--- config.mk ---
export PLATFORM = sky130hd
export DESIGN_NAME = aload_decode
export DESIGN_NICKNAME = d
export VERILOG_FILES = /design/src/design/aload_pkg.sv /design/src/design/aload_tmr_if.sv /design/src/design/aload_timer.sv /design/src/design/aload_decode.sv
export VERILOG_INCLUDE_DIRS = /design/src /design/src/design
export SDC_FILE = /design/constraint.sdc
export NUM_CORES = 1
export LEC_CHECK = 0
export ABC_AREA = 0
export BUFFER_PORTS_ARGS = -buffer_cell sky130_fd_sc_hd__buf_2
export CAP_MARGIN = 15
export CORE_MARGIN = 3
export CORE_UTILIZATION = 56
export CTS_BUF_LIST = sky130_fd_sc_hd__clkbuf_2 sky130_fd_sc_hd__clkbuf_4 sky130_fd_sc_hd__clkbuf_8
export DETAILED_ROUTE_END_ITERATION = 12
export GPL_TIMING_DRIVEN = 0
export PLACE_DENSITY = 0.76
export SYNTH_ARGS = -nofsm -noshare
export SYNTH_HDL_FRONTEND = slang
export SYNTH_SLANG_ARGS = --single-unit
--- constraint.sdc ---
create_clock -name CLOCK -period 4.1 [get_ports CLOCK]
set_input_delay 0.41 -clock CLOCK [delete_from_list [all_inputs] [get_ports CLOCK]]
set_output_delay 0.41 -clock CLOCK [all_outputs]
set_load 0.03 [all_outputs]
--- src/design/aload_consts.svh ---
// Purpose: Opcode patterns and clock counts for the arithmetic/logic decoder
// Assumes: Counts are processor clocks; ranges are held at their upper figure
// Notes: Definitions only
`ifndef ALOAD_CONSTS_SVH
`define ALOAD_CONSTS_SVH

// Opcode patterns, compared against the whole opcode byte or its upper bits
`define ALOAD_OPC_GRP_F6 7'h7B
`define ALOAD_OPC_SPROD_IMM 6'h1A
`define ALOAD_OPC_BCD_PROD 8'hD4
`define ALOAD_OPC_BCD_DIV 8'hD5
`define ALOAD_OPC_BCD_BASE 8'h0A
`define ALOAD_OPC_SEXT_B 8'h98
`define ALOAD_OPC_SEXT_W 8'h99
`define ALOAD_OPC_SHIFT1 7'h68
`define ALOAD_OPC_SHIFTC 7'h69
`define ALOAD_OPC_SHIFTI 7'h60
`define ALOAD_OPC_AND_RM 6'h08
`define ALOAD_OPC_GRP_80 7'h40
`define ALOAD_OPC_AND_ACC 7'h12
`define ALOAD_OPC_TEST_RM 7'h42
`define ALOAD_OPC_TEST_ACC 7'h54
`define ALOAD_OPC_OR_RM 6'h02
`define ALOAD_OPC_OR_ACC 7'h06

// Sub-opcode values of the group opcodes
`define ALOAD_SUB_TEST 3'h0
`define ALOAD_SUB_UPROD 3'h4
`define ALOAD_SUB_SPROD 3'h5
`define ALOAD_SUB_UQUOT 3'h6
`define ALOAD_SUB_SQUOT 3'h7
`define ALOAD_SUB_AND 3'h4
`define ALOAD_SUB_OR 3'h1

// Shift/rotate operation field values
`define ALOAD_SHF_ROTATE_LEFT 3'h0
`define ALOAD_SHF_ROTATE_RIGHT 3'h1
`define ALOAD_SHF_ROTATE_CARRY_LEFT 3'h2
`define ALOAD_SHF_ROTATE_CARRY_RIGHT 3'h3
`define ALOAD_SHF_SHIFT_LEFT 3'h4
`define ALOAD_SHF_SHIFT_RIGHT_LOGICAL 3'h5
`define ALOAD_SHF_UNASSIGNED 3'h6
`define ALOAD_SHF_SHIFT_RIGHT_ARITHMETIC 3'h7

// Clock counts: R/M = register/memory, B/W = byte/word
`define ALOAD_CYC_UPROD_RB 9'h01C
`define ALOAD_CYC_UPROD_RW 9'h025
`define ALOAD_CYC_UPROD_MB 9'h022
`define ALOAD_CYC_UPROD_MW 9'h02B
`define ALOAD_CYC_SPROD_RB 9'h01C
`define ALOAD_CYC_SPROD_RW 9'h025
`define ALOAD_CYC_SPROD_MB 9'h022
`define ALOAD_CYC_SPROD_MW 9'h02B
`define ALOAD_CYC_SPROD_IMM_R 9'h019
`define ALOAD_CYC_SPROD_IMM_M 9'h020
`define ALOAD_CYC_UQUOT_RB 9'h01D
`define ALOAD_CYC_UQUOT_RW 9'h026
`define ALOAD_CYC_UQUOT_MB 9'h023
`define ALOAD_CYC_UQUOT_MW 9'h02C
`define ALOAD_CYC_SQUOT_RB 9'h034
`define ALOAD_CYC_SQUOT_RW 9'h03D
`define ALOAD_CYC_SQUOT_MB 9'h03A
`define ALOAD_CYC_SQUOT_MW 9'h043
`define ALOAD_CYC_BCD_PROD 9'h013
`define ALOAD_CYC_BCD_DIV 9'h00F
`define ALOAD_CYC_SEXT_B 9'h002
`define ALOAD_CYC_SEXT_W 9'h004
`define ALOAD_CYC_SHIFT1_R 9'h002
`define ALOAD_CYC_SHIFT1_M 9'h00F
`define ALOAD_CYC_SHIFTN_R 9'h005
`define ALOAD_CYC_SHIFTN_M 9'h011
`define ALOAD_CYC_LOGIC_RM_R 9'h003
`define ALOAD_CYC_LOGIC_RM_M 9'h00A
`define ALOAD_CYC_LOGIC_IMM_R 9'h004
`define ALOAD_CYC_LOGIC_IMM_M 9'h010
`define ALOAD_CYC_TEST_IMM_R 9'h004
`define ALOAD_CYC_TEST_IMM_M 9'h00A
`define ALOAD_CYC_ACC_B 9'h003
`define ALOAD_CYC_ACC_W 9'h004
`define ALOAD_CYC_NARROW_WORD 9'h004

`endif

--- src/design/aload_pkg.sv ---
// Purpose: Types shared by the arithmetic/logic decoder
// Assumes: Nothing beyond the constants header
// Notes: Instruction kinds double as the OP_KIND output code
package aload_pkg;

  // Decoded instruction kinds; the GRP kinds wait for the ModR/M byte
  typedef enum logic [4:0] {
    K_NONE, K_GRP_F6, K_GRP_80,
    K_UPROD, K_SPROD, K_SPROD_IMM, K_UQUOT, K_SQUOT,
    K_BCD_PROD, K_BCD_DIV, K_SEXT_B, K_SEXT_W,
    K_SHIFT1, K_SHIFTC, K_SHIFTI,
    K_AND_RM, K_AND_IMM, K_AND_ACC,
    K_TEST_RM, K_TEST_IMM, K_TEST_ACC,
    K_OR_RM, K_OR_IMM, K_OR_ACC
  } aload_kind_t;

  // Fetch and execute states
  typedef enum logic [2:0] {
    S_OPCODE, S_MODRM, S_DISP, S_IMM, S_BCD2, S_EXEC
  } aload_state_t;

endpackage

--- src/design/aload_tmr_if.sv ---
// Purpose: Carrier between decoder control and its execution timer
// Assumes: Single clock domain
// Notes: load is the instruction's clock count minus one
interface aload_tmr_if;
  logic start;
  logic [8:0] load;
  logic expire;
  modport ctrl (output start, output load, input expire);
  modport tmr (input start, input load, output expire);
endinterface

--- src/design/aload_timer.sv ---
// Purpose: Down counter that marks the last clock of an instruction
// Assumes: load is at least one when start is high
// Notes: expire is high for one cycle, load cycles after start
module aload_timer (
  input wire logic clk,
  input wire logic rst,
  aload_tmr_if.tmr bus
);
  logic [8:0] cnt_r;

  // Count down to zero; a new start always wins over the count
  always_ff @(posedge clk or posedge rst) begin
    if (rst) begin
      cnt_r <= 9'h000;
    end else if (bus.start) begin
      cnt_r <= bus.load;
    end else if (cnt_r != 9'h000) begin
      cnt_r <= cnt_r - 9'h001;
    end
  end

  // Last counted cycle
  assign bus.expire = (cnt_r == 9'h001);
endmodule // aload_timer

--- src/design/aload_decode.sv ---
// Purpose: Decode and time the multiply/divide, BCD, sign-extend, shift and AND/TEST/OR forms
// Assumes: Instruction bytes arrive from fetch logic on CLOCK; NARROW_BUS is an external pin
// Notes: Ranged clock counts are held at their upper figure
`include "aload_consts.svh"

module aload_decode (
  input wire logic CLOCK,
  input wire logic RST,
  input wire logic BYTE_VALID,
  input wire logic [7:0] BYTE_DATA,
  input wire logic [7:0] COUNT_LOW,
  input wire logic NARROW_BUS,
  output logic BYTE_READY,
  output logic BUSY,
  output logic DONE,
  output logic ILLEGAL,
  output logic [4:0] OP_KIND,
  output logic [2:0] OP_FIELD,
  output logic OP_WIDE,
  output logic OP_MEM,
  output logic OP_DIR,
  output logic OP_SEXT,
  output logic FLAGS_ONLY,
  output logic [15:0] IMM_VALUE,
  output logic [7:0] SHIFT_COUNT,
  output logic [8:0] CYCLES
);

  // Displacement bytes implied by a ModR/M byte
  function automatic logic [1:0] disp_len(input logic [7:0] m);
    logic [1:0] r;
    r = 2'h0;
    case (m[7:6])
      2'h0: r = (m[2:0] == 3'h6) ? 2'h2 : 2'h0;
      2'h1: r = 2'h1;
      2'h2: r = 2'h2;
      default: r = 2'h0;
    endcase
    return r;
  endfunction

  // Immediate bytes that follow ModR/M and displacement
  function automatic logic [1:0] imm_len(input aload_pkg::aload_kind_t k, input logic w,
                                         input logic s);
    logic [1:0] r;
    r = 2'h0;
    case (k)
      aload_pkg::K_SPROD_IMM: r = s ? 2'h1 : 2'h2;
      aload_pkg::K_AND_IMM, aload_pkg::K_OR_IMM, aload_pkg::K_TEST_IMM,
      aload_pkg::K_AND_ACC, aload_pkg::K_OR_ACC, aload_pkg::K_TEST_ACC:
        r = w ? 2'h2 : 2'h1;
      aload_pkg::K_SHIFTI: r = 2'h1;
      default: r = 2'h0;
    endcase
    return r;
  endfunction

  // Clock count of one instruction
  function automatic logic [8:0] cycles(input aload_pkg::aload_kind_t k, input logic m,
                                        input logic w, input logic [7:0] n, input logic nb);
    logic [8:0] c;
    c = `ALOAD_CYC_SEXT_B;
    case (k)
      aload_pkg::K_UPROD: c = m ? (w ? `ALOAD_CYC_UPROD_MW : `ALOAD_CYC_UPROD_MB)
                                : (w ? `ALOAD_CYC_UPROD_RW : `ALOAD_CYC_UPROD_RB);
      aload_pkg::K_SPROD: c = m ? (w ? `ALOAD_CYC_SPROD_MW : `ALOAD_CYC_SPROD_MB)
                                : (w ? `ALOAD_CYC_SPROD_RW : `ALOAD_CYC_SPROD_RB);
      aload_pkg::K_SPROD_IMM: c = m ? `ALOAD_CYC_SPROD_IMM_M : `ALOAD_CYC_SPROD_IMM_R;
      aload_pkg::K_UQUOT: c = m ? (w ? `ALOAD_CYC_UQUOT_MW : `ALOAD_CYC_UQUOT_MB)
                                : (w ? `ALOAD_CYC_UQUOT_RW : `ALOAD_CYC_UQUOT_RB);
      aload_pkg::K_SQUOT: c = m ? (w ? `ALOAD_CYC_SQUOT_MW : `ALOAD_CYC_SQUOT_MB)
                                : (w ? `ALOAD_CYC_SQUOT_RW : `ALOAD_CYC_SQUOT_RB);
      aload_pkg::K_BCD_PROD: c = `ALOAD_CYC_BCD_PROD;
      aload_pkg::K_BCD_DIV: c = `ALOAD_CYC_BCD_DIV;
      aload_pkg::K_SEXT_B: c = `ALOAD_CYC_SEXT_B;
      aload_pkg::K_SEXT_W: c = `ALOAD_CYC_SEXT_W;
      aload_pkg::K_SHIFT1: c = m ? `ALOAD_CYC_SHIFT1_M : `ALOAD_CYC_SHIFT1_R;
      aload_pkg::K_SHIFTC, aload_pkg::K_SHIFTI:
        c = (m ? `ALOAD_CYC_SHIFTN_M : `ALOAD_CYC_SHIFTN_R) + {1'b0, n};
      aload_pkg::K_AND_RM, aload_pkg::K_OR_RM, aload_pkg::K_TEST_RM:
        c = m ? `ALOAD_CYC_LOGIC_RM_M : `ALOAD_CYC_LOGIC_RM_R;
      aload_pkg::K_AND_IMM, aload_pkg::K_OR_IMM:
        c = m ? `ALOAD_CYC_LOGIC_IMM_M : `ALOAD_CYC_LOGIC_IMM_R;
      aload_pkg::K_TEST_IMM: c = m ? `ALOAD_CYC_TEST_IMM_M : `ALOAD_CYC_TEST_IMM_R;
      aload_pkg::K_AND_ACC, aload_pkg::K_OR_ACC, aload_pkg::K_TEST_ACC:
        c = w ? `ALOAD_CYC_ACC_W : `ALOAD_CYC_ACC_B;
      default: c = `ALOAD_CYC_SEXT_B;
    endcase
    if (m && w && nb) begin
      c = c + `ALOAD_CYC_NARROW_WORD;
    end
    return c;
  endfunction

  aload_pkg::aload_state_t state_r, state_nxt;
  aload_pkg::aload_kind_t kind_r, op_kind, grp_kind, modrm_kind, kind_now;
  logic ready_r, busy_r, done_r, illegal_r;
  logic narrow_s1_r, narrow_s2_r;
  logic wide_r, dir_r, mem_r, imm_got_r;
  logic [2:0] field_r;
  logic [1:0] disp_left_r, imm_left_r;
  logic [15:0] imm_r, imm_nxt;
  logic take, start, bad, modrm_bad, mem_now, wide_now, is_acc, is_shift;
  logic [1:0] disp_w, imm_w;
  logic [7:0] n_now;
  logic [8:0] cyc_now;
  logic [4:0] op_kind_r;
  logic [2:0] op_field_r;
  logic op_wide_r, op_mem_r, op_dir_r, op_sext_r, flags_only_r;
  logic [15:0] imm_value_r;
  logic [7:0] shift_count_r;
  logic [8:0] cycles_r;
  aload_tmr_if tmr_if ();

  // Pin synchroniser; only the second stage is read
  always_ff @(posedge CLOCK or posedge RST) begin
    if (RST) begin
      narrow_s1_r <= 1'b0;
      narrow_s2_r <= 1'b0;
    end else begin
      narrow_s1_r <= NARROW_BUS;
      narrow_s2_r <= narrow_s1_r;
    end
  end

  assign take = BYTE_VALID && ready_r;
  assign op_kind =
    (BYTE_DATA[7:1] == `ALOAD_OPC_GRP_F6) ? aload_pkg::K_GRP_F6 :
    (BYTE_DATA[7:2] == `ALOAD_OPC_SPROD_IMM && BYTE_DATA[0]) ? aload_pkg::K_SPROD_IMM :
    (BYTE_DATA == `ALOAD_OPC_BCD_PROD) ? aload_pkg::K_BCD_PROD :
    (BYTE_DATA == `ALOAD_OPC_BCD_DIV) ? aload_pkg::K_BCD_DIV :
    (BYTE_DATA == `ALOAD_OPC_SEXT_B) ? aload_pkg::K_SEXT_B :
    (BYTE_DATA == `ALOAD_OPC_SEXT_W) ? aload_pkg::K_SEXT_W :
    (BYTE_DATA[7:1] == `ALOAD_OPC_SHIFT1) ? aload_pkg::K_SHIFT1 :
    (BYTE_DATA[7:1] == `ALOAD_OPC_SHIFTC) ? aload_pkg::K_SHIFTC :
    (BYTE_DATA[7:1] == `ALOAD_OPC_SHIFTI) ? aload_pkg::K_SHIFTI :
    (BYTE_DATA[7:2] == `ALOAD_OPC_AND_RM) ? aload_pkg::K_AND_RM :
    (BYTE_DATA[7:1] == `ALOAD_OPC_GRP_80) ? aload_pkg::K_GRP_80 :
    (BYTE_DATA[7:1] == `ALOAD_OPC_AND_ACC) ? aload_pkg::K_AND_ACC :
    (BYTE_DATA[7:1] == `ALOAD_OPC_TEST_RM) ? aload_pkg::K_TEST_RM :
    (BYTE_DATA[7:1] == `ALOAD_OPC_TEST_ACC) ? aload_pkg::K_TEST_ACC :
    (BYTE_DATA[7:2] == `ALOAD_OPC_OR_RM) ? aload_pkg::K_OR_RM :
    (BYTE_DATA[7:1] == `ALOAD_OPC_OR_ACC) ? aload_pkg::K_OR_ACC : aload_pkg::K_NONE;

  assign grp_kind = (kind_r == aload_pkg::K_GRP_F6) ?
    ((BYTE_DATA[5:3] == `ALOAD_SUB_TEST) ? aload_pkg::K_TEST_IMM :
     (BYTE_DATA[5:3] == `ALOAD_SUB_UPROD) ? aload_pkg::K_UPROD :
     (BYTE_DATA[5:3] == `ALOAD_SUB_SPROD) ? aload_pkg::K_SPROD :
     (BYTE_DATA[5:3] == `ALOAD_SUB_UQUOT) ? aload_pkg::K_UQUOT :
     (BYTE_DATA[5:3] == `ALOAD_SUB_SQUOT) ? aload_pkg::K_SQUOT : aload_pkg::K_NONE) :
    ((BYTE_DATA[5:3] == `ALOAD_SUB_AND) ? aload_pkg::K_AND_IMM :
     (BYTE_DATA[5:3] == `ALOAD_SUB_OR) ? aload_pkg::K_OR_IMM : aload_pkg::K_NONE);
  assign modrm_kind = (kind_r == aload_pkg::K_GRP_F6 || kind_r == aload_pkg::K_GRP_80) ?
                      grp_kind : kind_r;
  assign is_shift = (kind_r == aload_pkg::K_SHIFT1 || kind_r == aload_pkg::K_SHIFTC ||
                     kind_r == aload_pkg::K_SHIFTI);
  assign modrm_bad = (modrm_kind == aload_pkg::K_NONE) ||
                     (is_shift && BYTE_DATA[5:3] == `ALOAD_SHF_UNASSIGNED);
  assign is_acc = (op_kind == aload_pkg::K_AND_ACC || op_kind == aload_pkg::K_OR_ACC ||
                   op_kind == aload_pkg::K_TEST_ACC);
  assign disp_w = disp_len(BYTE_DATA);
  assign imm_w = imm_len(modrm_kind, wide_r, dir_r);

  // Operands as seen in the cycle that starts execution
  assign kind_now = (state_r == aload_pkg::S_OPCODE) ? op_kind :
                    (state_r == aload_pkg::S_MODRM) ? modrm_kind : kind_r;
  assign mem_now = (state_r == aload_pkg::S_MODRM) ? (BYTE_DATA[7:6] != 2'h3) :
                   (state_r == aload_pkg::S_OPCODE) ? 1'b0 : mem_r;
  assign wide_now = (state_r == aload_pkg::S_OPCODE) ? BYTE_DATA[0] : wide_r;
  // count source: immediate byte or count_register_low
  assign n_now = (kind_r == aload_pkg::K_SHIFTI) ? BYTE_DATA : COUNT_LOW;
  assign cyc_now = cycles(kind_now, mem_now, wide_now, n_now, narrow_s2_r);
  // Low byte first; a lone signed byte of the multiply is sign-extended
  assign imm_nxt = imm_got_r ? {BYTE_DATA, imm_r[7:0]} :
                   (kind_r == aload_pkg::K_SPROD_IMM && dir_r) ?
                   {{8{BYTE_DATA[7]}}, BYTE_DATA} : {8'h00, BYTE_DATA};

  // Fetch sequencer
  always_comb begin
    state_nxt = state_r;
    start = 1'b0;
    bad = 1'b0;
    case (state_r)
      aload_pkg::S_OPCODE: if (take) begin
        if (op_kind == aload_pkg::K_NONE) begin
          bad = 1'b1;
        end else if (op_kind == aload_pkg::K_SEXT_B || op_kind == aload_pkg::K_SEXT_W) begin
          start = 1'b1;
          state_nxt = aload_pkg::S_EXEC;
        end else if (op_kind == aload_pkg::K_BCD_PROD || op_kind == aload_pkg::K_BCD_DIV) begin
          state_nxt = aload_pkg::S_BCD2;
        end else if (is_acc) begin
          state_nxt = aload_pkg::S_IMM;
        end else begin
          state_nxt = aload_pkg::S_MODRM;
        end
      end
      aload_pkg::S_MODRM: if (take) begin
        if (modrm_bad) begin
          bad = 1'b1;
          state_nxt = aload_pkg::S_OPCODE;
        end else if (disp_w != 2'h0) begin
          state_nxt = aload_pkg::S_DISP;
        end else if (imm_w != 2'h0) begin
          state_nxt = aload_pkg::S_IMM;
        end else begin
          start = 1'b1;
          state_nxt = aload_pkg::S_EXEC;
        end
      end
      aload_pkg::S_DISP: if (take && disp_left_r == 2'h1) begin
        if (imm_left_r != 2'h0) begin
          state_nxt = aload_pkg::S_IMM;
        end else begin
          start = 1'b1;
          state_nxt = aload_pkg::S_EXEC;
        end
      end
      aload_pkg::S_IMM: if (take && imm_left_r == 2'h1) begin
        start = 1'b1;
        state_nxt = aload_pkg::S_EXEC;
      end
      // second byte must be the decimal base
      aload_pkg::S_BCD2: if (take) begin
        start = (BYTE_DATA == `ALOAD_OPC_BCD_BASE);
        bad = !start;
        state_nxt = start ? aload_pkg::S_EXEC : aload_pkg::S_OPCODE;
      end
      aload_pkg::S_EXEC: if (tmr_if.expire) begin
        state_nxt = aload_pkg::S_OPCODE;
      end
      default: state_nxt = aload_pkg::S_OPCODE;
    endcase
  end

  assign tmr_if.start = start;
  assign tmr_if.load = cyc_now - 9'h001;

  aload_timer u_timer (
    .clk(CLOCK),
    .rst(RST),
    .bus(tmr_if.tmr)
  );

  // Control and handshake state
  always_ff @(posedge CLOCK or posedge RST) begin
    if (RST) begin
      state_r <= aload_pkg::S_OPCODE;
      ready_r <= 1'b0;
      busy_r <= 1'b0;
      done_r <= 1'b0;
      illegal_r <= 1'b0;
    end else begin
      state_r <= state_nxt;
      ready_r <= (state_nxt != aload_pkg::S_EXEC);
      busy_r <= (state_nxt != aload_pkg::S_OPCODE);
      done_r <= tmr_if.expire;
      illegal_r <= bad;
    end
  end

  // Fields gathered while the bytes arrive
  always_ff @(posedge CLOCK or posedge RST) begin
    if (RST) begin
      kind_r <= aload_pkg::K_NONE;
      wide_r <= 1'b0;
      dir_r <= 1'b0;
      mem_r <= 1'b0;
      field_r <= 3'h0;
      disp_left_r <= 2'h0;
      imm_left_r <= 2'h0;
      imm_got_r <= 1'b0;
      imm_r <= 16'h0000;
    end else if (take && state_r == aload_pkg::S_OPCODE) begin
      kind_r <= op_kind;
      wide_r <= BYTE_DATA[0];
      dir_r <= BYTE_DATA[1];
      mem_r <= 1'b0;
      field_r <= 3'h0;
      disp_left_r <= 2'h0;
      imm_left_r <= is_acc ? (BYTE_DATA[0] ? 2'h2 : 2'h1) : 2'h0;
      imm_got_r <= 1'b0;
      imm_r <= 16'h0000;
    end else if (take && state_r == aload_pkg::S_MODRM) begin
      kind_r <= modrm_kind;
      mem_r <= (BYTE_DATA[7:6] != 2'h3);
      field_r <= BYTE_DATA[5:3];
      disp_left_r <= disp_w;
      imm_left_r <= imm_w;
    end else if (take && state_r == aload_pkg::S_DISP) begin
      disp_left_r <= disp_left_r - 2'h1;
    end else if (take && state_r == aload_pkg::S_IMM) begin
      imm_left_r <= imm_left_r - 2'h1;
      imm_got_r <= 1'b1;
      imm_r <= imm_nxt;
    end
  end

  // Decoded result, latched as execution starts
  always_ff @(posedge CLOCK or posedge RST) begin
    if (RST) begin
      op_kind_r <= 5'h00;
      op_field_r <= 3'h0;
      op_wide_r <= 1'b0;
      op_mem_r <= 1'b0;
      op_dir_r <= 1'b0;
      op_sext_r <= 1'b0;
      flags_only_r <= 1'b0;
      imm_value_r <= 16'h0000;
      shift_count_r <= 8'h00;
      cycles_r <= 9'h000;
    end else if (start) begin
      op_kind_r <= kind_now;
      op_field_r <= (state_r == aload_pkg::S_MODRM) ? BYTE_DATA[5:3] : field_r;
      op_wide_r <= wide_now;
      op_mem_r <= mem_now;
      op_dir_r <= (state_r == aload_pkg::S_OPCODE) ? BYTE_DATA[1] : dir_r;
      op_sext_r <= (kind_now == aload_pkg::K_SPROD_IMM) && dir_r;
      flags_only_r <= (kind_now == aload_pkg::K_TEST_RM || kind_now == aload_pkg::K_TEST_IMM ||
                       kind_now == aload_pkg::K_TEST_ACC);
      imm_value_r <= (state_r == aload_pkg::S_IMM) ? imm_nxt : imm_r;
      shift_count_r <= (kind_now == aload_pkg::K_SHIFT1) ? 8'h01 :
                       (kind_now == aload_pkg::K_SHIFTC || kind_now == aload_pkg::K_SHIFTI) ?
                       n_now : 8'h00;
      cycles_r <= cyc_now;
    end
  end

  // Outputs straight from flip-flops
  assign BYTE_READY = ready_r;
  assign BUSY = busy_r;
  assign DONE = done_r;
  assign ILLEGAL = illegal_r;
  assign OP_KIND = op_kind_r;
  assign OP_FIELD = op_field_r;
  assign OP_WIDE = op_wide_r;
  assign OP_MEM = op_mem_r;
  assign OP_DIR = op_dir_r;
  assign OP_SEXT = op_sext_r;
  assign FLAGS_ONLY = flags_only_r;
  assign IMM_VALUE = imm_value_r;
  assign SHIFT_COUNT = shift_count_r;
  assign CYCLES = cycles_r;
endmodule // aload_decode

== Word-level counts from Yosys, hierarchy flattened ==
Cells that the tools add are included.

* Output and inout port bits: 50
* Word-level logic and storage cells: 280
* Register bits: 96

* Eq/ne operators: 79
* Mux-type cells: 120
* $add $sub $neg: 6
* Reduce and logical (&&, ||, !) cells: 48

{| class="wikitable"
|+ Operators by type and width
! kind !! number
|-
| $mux W5 || 27
|-
| $pmux W9 S13 || 1
|-
| $mux W16 || 7
|-
| $eq A5 B5 Y1 const B || 17
|-
| $eq A5 B4 Y1 const B || 15
|-
| $mux W3 || 22
|-
| $eq A7 B7 Y1 const B || 7
|-
| $eq A8 B8 Y1 const B || 4
|-
| $eq A5 B3 Y1 const B || 6
|-
| $mux W6 || 5
|-
| $mux W9 || 3
|-
| $mux W1 || 26
|-
| $mux W2 || 13
|-
| $mux W4 || 6
|-
| $mux W8 || 3
|-
| $eq A3 B3 Y1 const B || 7
|-
| $pmux W3 S6 || 1
|-
| $sub A9 B1 Y9 const B || 2
|-
| $mux W7 || 2
|-
| $logic_and A1 B1 Y1 || 13
|-
| $pmux W2 S3 || 2
|-
| $reduce_bool A2 Y1 || 6
|-
| $logic_or A1 B1 Y1 || 11
|-
| $eq A5 B2 Y1 const B || 2
|-
| 30 further kinds || 45
|}

== Longest topological paths before layout ==
* Word-level depth: 27
* Depth in mapped cells: 23
* Gate-level depth less buffers: 21

== By module ==
Synthesis repeated with hierarchy kept, for this count alone.

* Cell total of the unflattened synthesis: 763
* Area, all modules: 6805.3 um2

{| class="wikitable"
|+ By module, submodules not included
! module !! times used !! cells an instance !! sequential area each (um2) !! area an instance (um2)
|-
| aload_decode || 1 || 697 || 2177.1 || 6209.7
|-
| aload_timer || 1 || 66 || 225.2 || 595.6
|}

== Worst setup path before layout ==
OpenSTA, ideal clock, no wires.

* Path type: reg2reg
* From: register kind_r[0]
* To: register u_timer.cnt_r[6]
* Library setup time: 124 ps
* Path slack: -383 ps
* Required time: 3976 ps
* Buffers on the path: 2
* Cell stages (with the launch flop): 20
* Arrival: 4359 ps
* Path through: dfrtp_1 > clkbuf_1 > and4bb_2 > nand2_1 > buf_1 > mux2i_1 > inv_1 > ha_1 > and3_1 > a211oi_1 > xnor2_1 > o32ai_2 > nor4_4 > inv_2 > ha_1 > nor2_1 > a32o_1 > nor3b_2 > a21oi_1 > o31a_1

* Cells in the longest elaborated chain, start to end: 13
* Elaborated cells on any way between the ends: 64
* Those cells by class: 3 x add/sub; 33 x eq/ne; 14 x mux; 14 x reduce/logical

{| class="wikitable"
|+ RTL lines
! element !! RTL line !! text
|-
| start: declaration || aload_decode.sv:96 || <nowiki>aload_pkg::aload_kind_t kind_r, op_kind, grp_kind, modrm_kind, kind_now;</nowiki>
|-
| start signal: assignment || aload_decode.sv:265 || <nowiki>kind_r <= aload_pkg::K_NONE;</nowiki>
|-
| start signal: assignment || aload_decode.sv:275 || <nowiki>kind_r <= op_kind;</nowiki>
|-
| start signal: assignment || aload_decode.sv:285 || <nowiki>kind_r <= modrm_kind;</nowiki>
|-
| parallel branches: the longest is 13 deep, another holds $add A9 B3 Y9 || n/a ||
|-
| end signal: assignment || aload_timer.sv:16 || <nowiki>cnt_r <= bus.load;</nowiki>
|-
| end signal: assignment || aload_timer.sv:18 || <nowiki>cnt_r <= cnt_r - 9'h001;</nowiki>
|-
| end: declaration || aload_timer.sv:9 || <nowiki>logic [8:0] cnt_r;</nowiki>
|}

Parallel ways; which one is timed is not known.
A chain may end at the register's enable or synchronous reset.

== Final worst setup path ==
* From: register kind_r[2]
* To: register u_timer.cnt_r[8]

Same word-level chain as after synthesis.

==> impl_metrics.csv <==
group,metric,value,unit
outcome,outcome,"complete, but fails checks",
outcome,violations,"negative setup slack",
worst_setup_path,worstPathArrival,4490,ps
power_and_ir_drop,p_per_area,787,mW/mm^2
routing,via_per_inst,6.62,
logic_synthesis,synth-edff-count,0,
worst_setup_path,cpPeakStageDelay,410,ps
layout,final_cell_mix,"nand2_1, dfrtp_1, buf_2, o21ai_0, nor2_1",
sta,relSlewSlack,0.444,
logic_synthesis,ys.flop_type,"dfrtp_1",
clocking,clkSinkCount,96,
worst_setup_path,start_kind,"register",
clocking,cts_tree,"built",
sta,timing.final.max_slew_violations,0,
floorplanning,dieArea,0.0137,mm^2
sta,final_hold_viol_count,0,
layout,syn_to_final_growth,26.7,%
logic_synthesis,async_reset_ff_frac,1.00,
worst_setup_path,path_cells,"buf_8 > or3_4 > buf_6 > nor2_4 > a311oi_4 > or3_1 > buf_6 > buf_4 > a21oi_4 > nand2_4 > o32ai_4 > nor4_4 > inv_2 > ha_4 > nand2_4 > a211oi_4 > a31oi_4 > nor2b_4 > a221o_1 > nor3b_2",
placement,pre_cts_ws,-655,ps
floorplanning,initial_core_util,0.589,
worst_hold_path,hold_class,"in2async",
layout,drive_gt1_frac,0.312,
routing,drtPass1Iterations,6,
logic_synthesis,syn-cell-area,0.00689,mm^2
worst_setup_path,required,4410,ps
power_and_ir_drop,p_leak,3.82,nW
routing,vias,7295,
worst_setup_path,r2r_end,"u_timer.cnt_r[8]$_DFFE_PP0P_",
placement,port_buffers,65,
routing,drtIter0Drc,1013,
clocking,ctsHoldBuffers,0,
routing,totalWireLength,23.9,mm
worst_setup_path,critical-path-top-delay-family,"simple AND/OR/NAND/NOR gates",
clocking,cts_max_level,3,
routing,post-route-drc-count,0,
worst_setup_path,r2r_slack,-80,ps
placement,dp_hpwl,16.0,mm
clocking,ctsLongestPathBuffers,2,
layout,final_common_cell,"nand2_1",
layout,fin_nets,990,
logic_synthesis,avgSynthCellArea,8.39,um^2
floorplanning,ioPinCount,70,
placement,dpl.cell_count,1031,
sta,finalSetupTns,-185,ps
floorplanning,rows,39,
placement,place_congestion,0.980,
global_route,grt_remaining_overflow,0,
worst_setup_path,critPathCaptureType,"register",
clocking,clk_latency,390,ps
global_route,grt_antenna_before_repair,0,
global_route,grt_max_degree,65,
layout,diodes,0,
logic_synthesis,syn_inst,822,
sta,worstMarginPinSlew,831,ps
global_route,grt_first_pass_wirelength,34.7,mm
sta,fmax,239,MHz
logic_synthesis,synth_fp_nets,858,
layout,fillers,862,
clocking,cts_buffers,9,
worst_setup_path,path_max_fanout,6,
sta,finalSetupViolations,4,
worst_setup_path,setup.worst_path.class,"reg2reg",
floorplanning,die_y,117,um
global_route,grt_pass1_vias,6613,
floorplanning,core-area,0.0117,mm^2
global_route,track_usage,0.325,
sta,min_period,4180,ps
clocking,cts-root-buf,"clkbuf_8",
sta,fin_ws,-78.5,ps
sta,final.period_utilization,1.02,
floorplanning,die_w,117,um
logic_synthesis,yosysUniqueCellTypes,97,
worst_setup_path,r2r_start,"kind_r[2]$_DFFE_PP0N_",
worst_setup_path,crit_slowest_cell,"or3_1",
worst_setup_path,worst-path-buf-inv,5,
clocking,clkSlewWorstSetupHoldPaths,100,ps
logic_synthesis,ys_seq_area_frac,0.348,
routing,wl_per_cell,21.7,um
flow_run,max-cap-violations,0,
worst_setup_path,r2r_cells,20,
logic_synthesis,ys_seq_elements,96,
sta,clock_skew,11.3,ps
routing,final_antenna_net_count,0,
layout,finalNonFillerCells,1102,
power_and_ir_drop,ir_worst_vdd,397,uV
logic_synthesis,yosysWarnings,0,
sta,rsz0062_at_grt,"yes",
[cell families (layout without fill, tap and decap cells)]
kind of cell	after synthesis	count (layout)	share of synthesized area
AND/OR/NAND/NOR	331	331	0.244
multiplexers	32	32	0.0481
buffers and inverters	82	219	0.0548
adder cells (fa/ha/maj)	16	16	0.0290
flip-flops	96	96	0.348
XOR/XNOR	27	27	0.0354
AO/OA/AOI/OAI	238	238	0.240
[state kept, by name (all words and copies together), names as in the netlist, 2 cells and up]
| name | flops |
|---|---|
| OP_FIELD | 3 |
| u_timer.cnt_r | 9 |
| imm_r | 16 |
| CYCLES | 9 |
| disp_left_r | 2 |
| IMM_VALUE | 16 |
| OP_KIND | 5 |
| imm_left_r | 2 |
| field_r | 3 |
| SHIFT_COUNT | 8 |
| kind_r | 5 |
| state_r | 3 |
[report_power, final]
part | total [mW] | leakage (nW) | internal (mW) | switching, mW
sequential | 1.42 | 1.27 | 1.22 | 0.199
combinational | 4.79 | 2.45 | 1.86 | 2.93
clock | 0.669 | 0.104 | 0.295 | 0.374
[how the worst max path moves through the flow]
stage | start | to | cells past startpoint
2_1_floorplan | kind_r[0]$_DFFE_PP0N_ | u_timer.cnt_r[8]$_DFFE_PP0P_ | 21
3_3_place_gp | state_r[0]$_DFF_PP0_ | u_timer.cnt_r[6]$_DFFE_PP0P_ | 19
3_5_place_dp | BYTE_DATA[7] | u_timer.cnt_r[8]$_DFFE_PP0P_ | 15
4_1_cts | kind_r[2]$_DFFE_PP0N_ | u_timer.cnt_r[8]$_DFFE_PP0P_ | 19
5_1_grt | kind_r[2]$_DFFE_PP0N_ | u_timer.cnt_r[4]$_DFFE_PP0P_ | 18
6_report | kind_r[2]$_DFFE_PP0N_ | u_timer.cnt_r[8]$_DFFE_PP0P_ | 20
[cell usage after synthesis (6+ instances only)]
library cell  count  share of area
nor4_1            9         0.0082
ha_1             16          0.029
nor2_1           71          0.039
mux2_2            9          0.015
or3_1            10         0.0091
nand4_1           7         0.0064
inv_1            26          0.014
nor2b_1           6         0.0054
nand2b_1          8         0.0073
xor2_1            8          0.010
and2_1            6         0.0054
clkbuf_1         25          0.014
o22ai_1           6         0.0054
and3_1            6         0.0054
xnor2_1          18          0.023
dfrtp_1          96           0.35
nor3_1           14          0.010
a21oi_1          43          0.031
mux2i_1          23          0.033
o211ai_1          6         0.0065
o21ai_0          78          0.057
nand2_1         127          0.069
a32oi_1           7         0.0089
nand3_1          19          0.014
o31ai_1          12          0.013
a22oi_1           7         0.0076
a31oi_1          10         0.0091
buf_2            17          0.012
[routing by layer]
layer  wire length [um]  track usage  up-vias
met5                  0            0        -
met4                999        0.129        0
met3               2000       0.0648       88
met2              11500        0.532      463
met1               9390        0.424     3498
li1                   -            -     3246
[per-stage QoR]
stage | hold WS (ps) | power (mW) | instance area, um^2 | util
after floorplan | 331 | 4.01 | 6900 | -
after detailed placement | 346 | 4.96 | 7440 | 0.635
final | 24.9 | 6.87 | 8730 | 0.746
after CTS | 35.1 | 6.02 | 8040 | 0.687
after global routing | 42.3 | 7.20 | 8730 | 0.746
after global placement | 350 | 4.90 | 7410 | 0.633
[timing repair]
item                       in CTS  in global routing
gates resized for setup        54                 83
setup buffers                  18                 37
cloned                          0                  1
setup endpoints to repair      27                 43
pin swaps                      22                 37
[layout make-up]
| type | count | area [um^2] | share of cell area |
|---|---|---|---|
| flip-flops and latches | 96 | 2400 | 0.275 |
| plain buffers | 52 | 329 | 0.0377 |
| inverters | 28 | 110 | 0.0126 |
| multi-input cells | 644 | 4700 | 0.538 |
| clock buffers | 9 | 124 | 0.0142 |
| repair buffers | 123 | 800 | 0.0915 |
| well taps | 143 | 179 | 0.0205 |
| clock inverters | 7 | 86.3 | 0.00988 |
(Power assumes the default switching activity.)
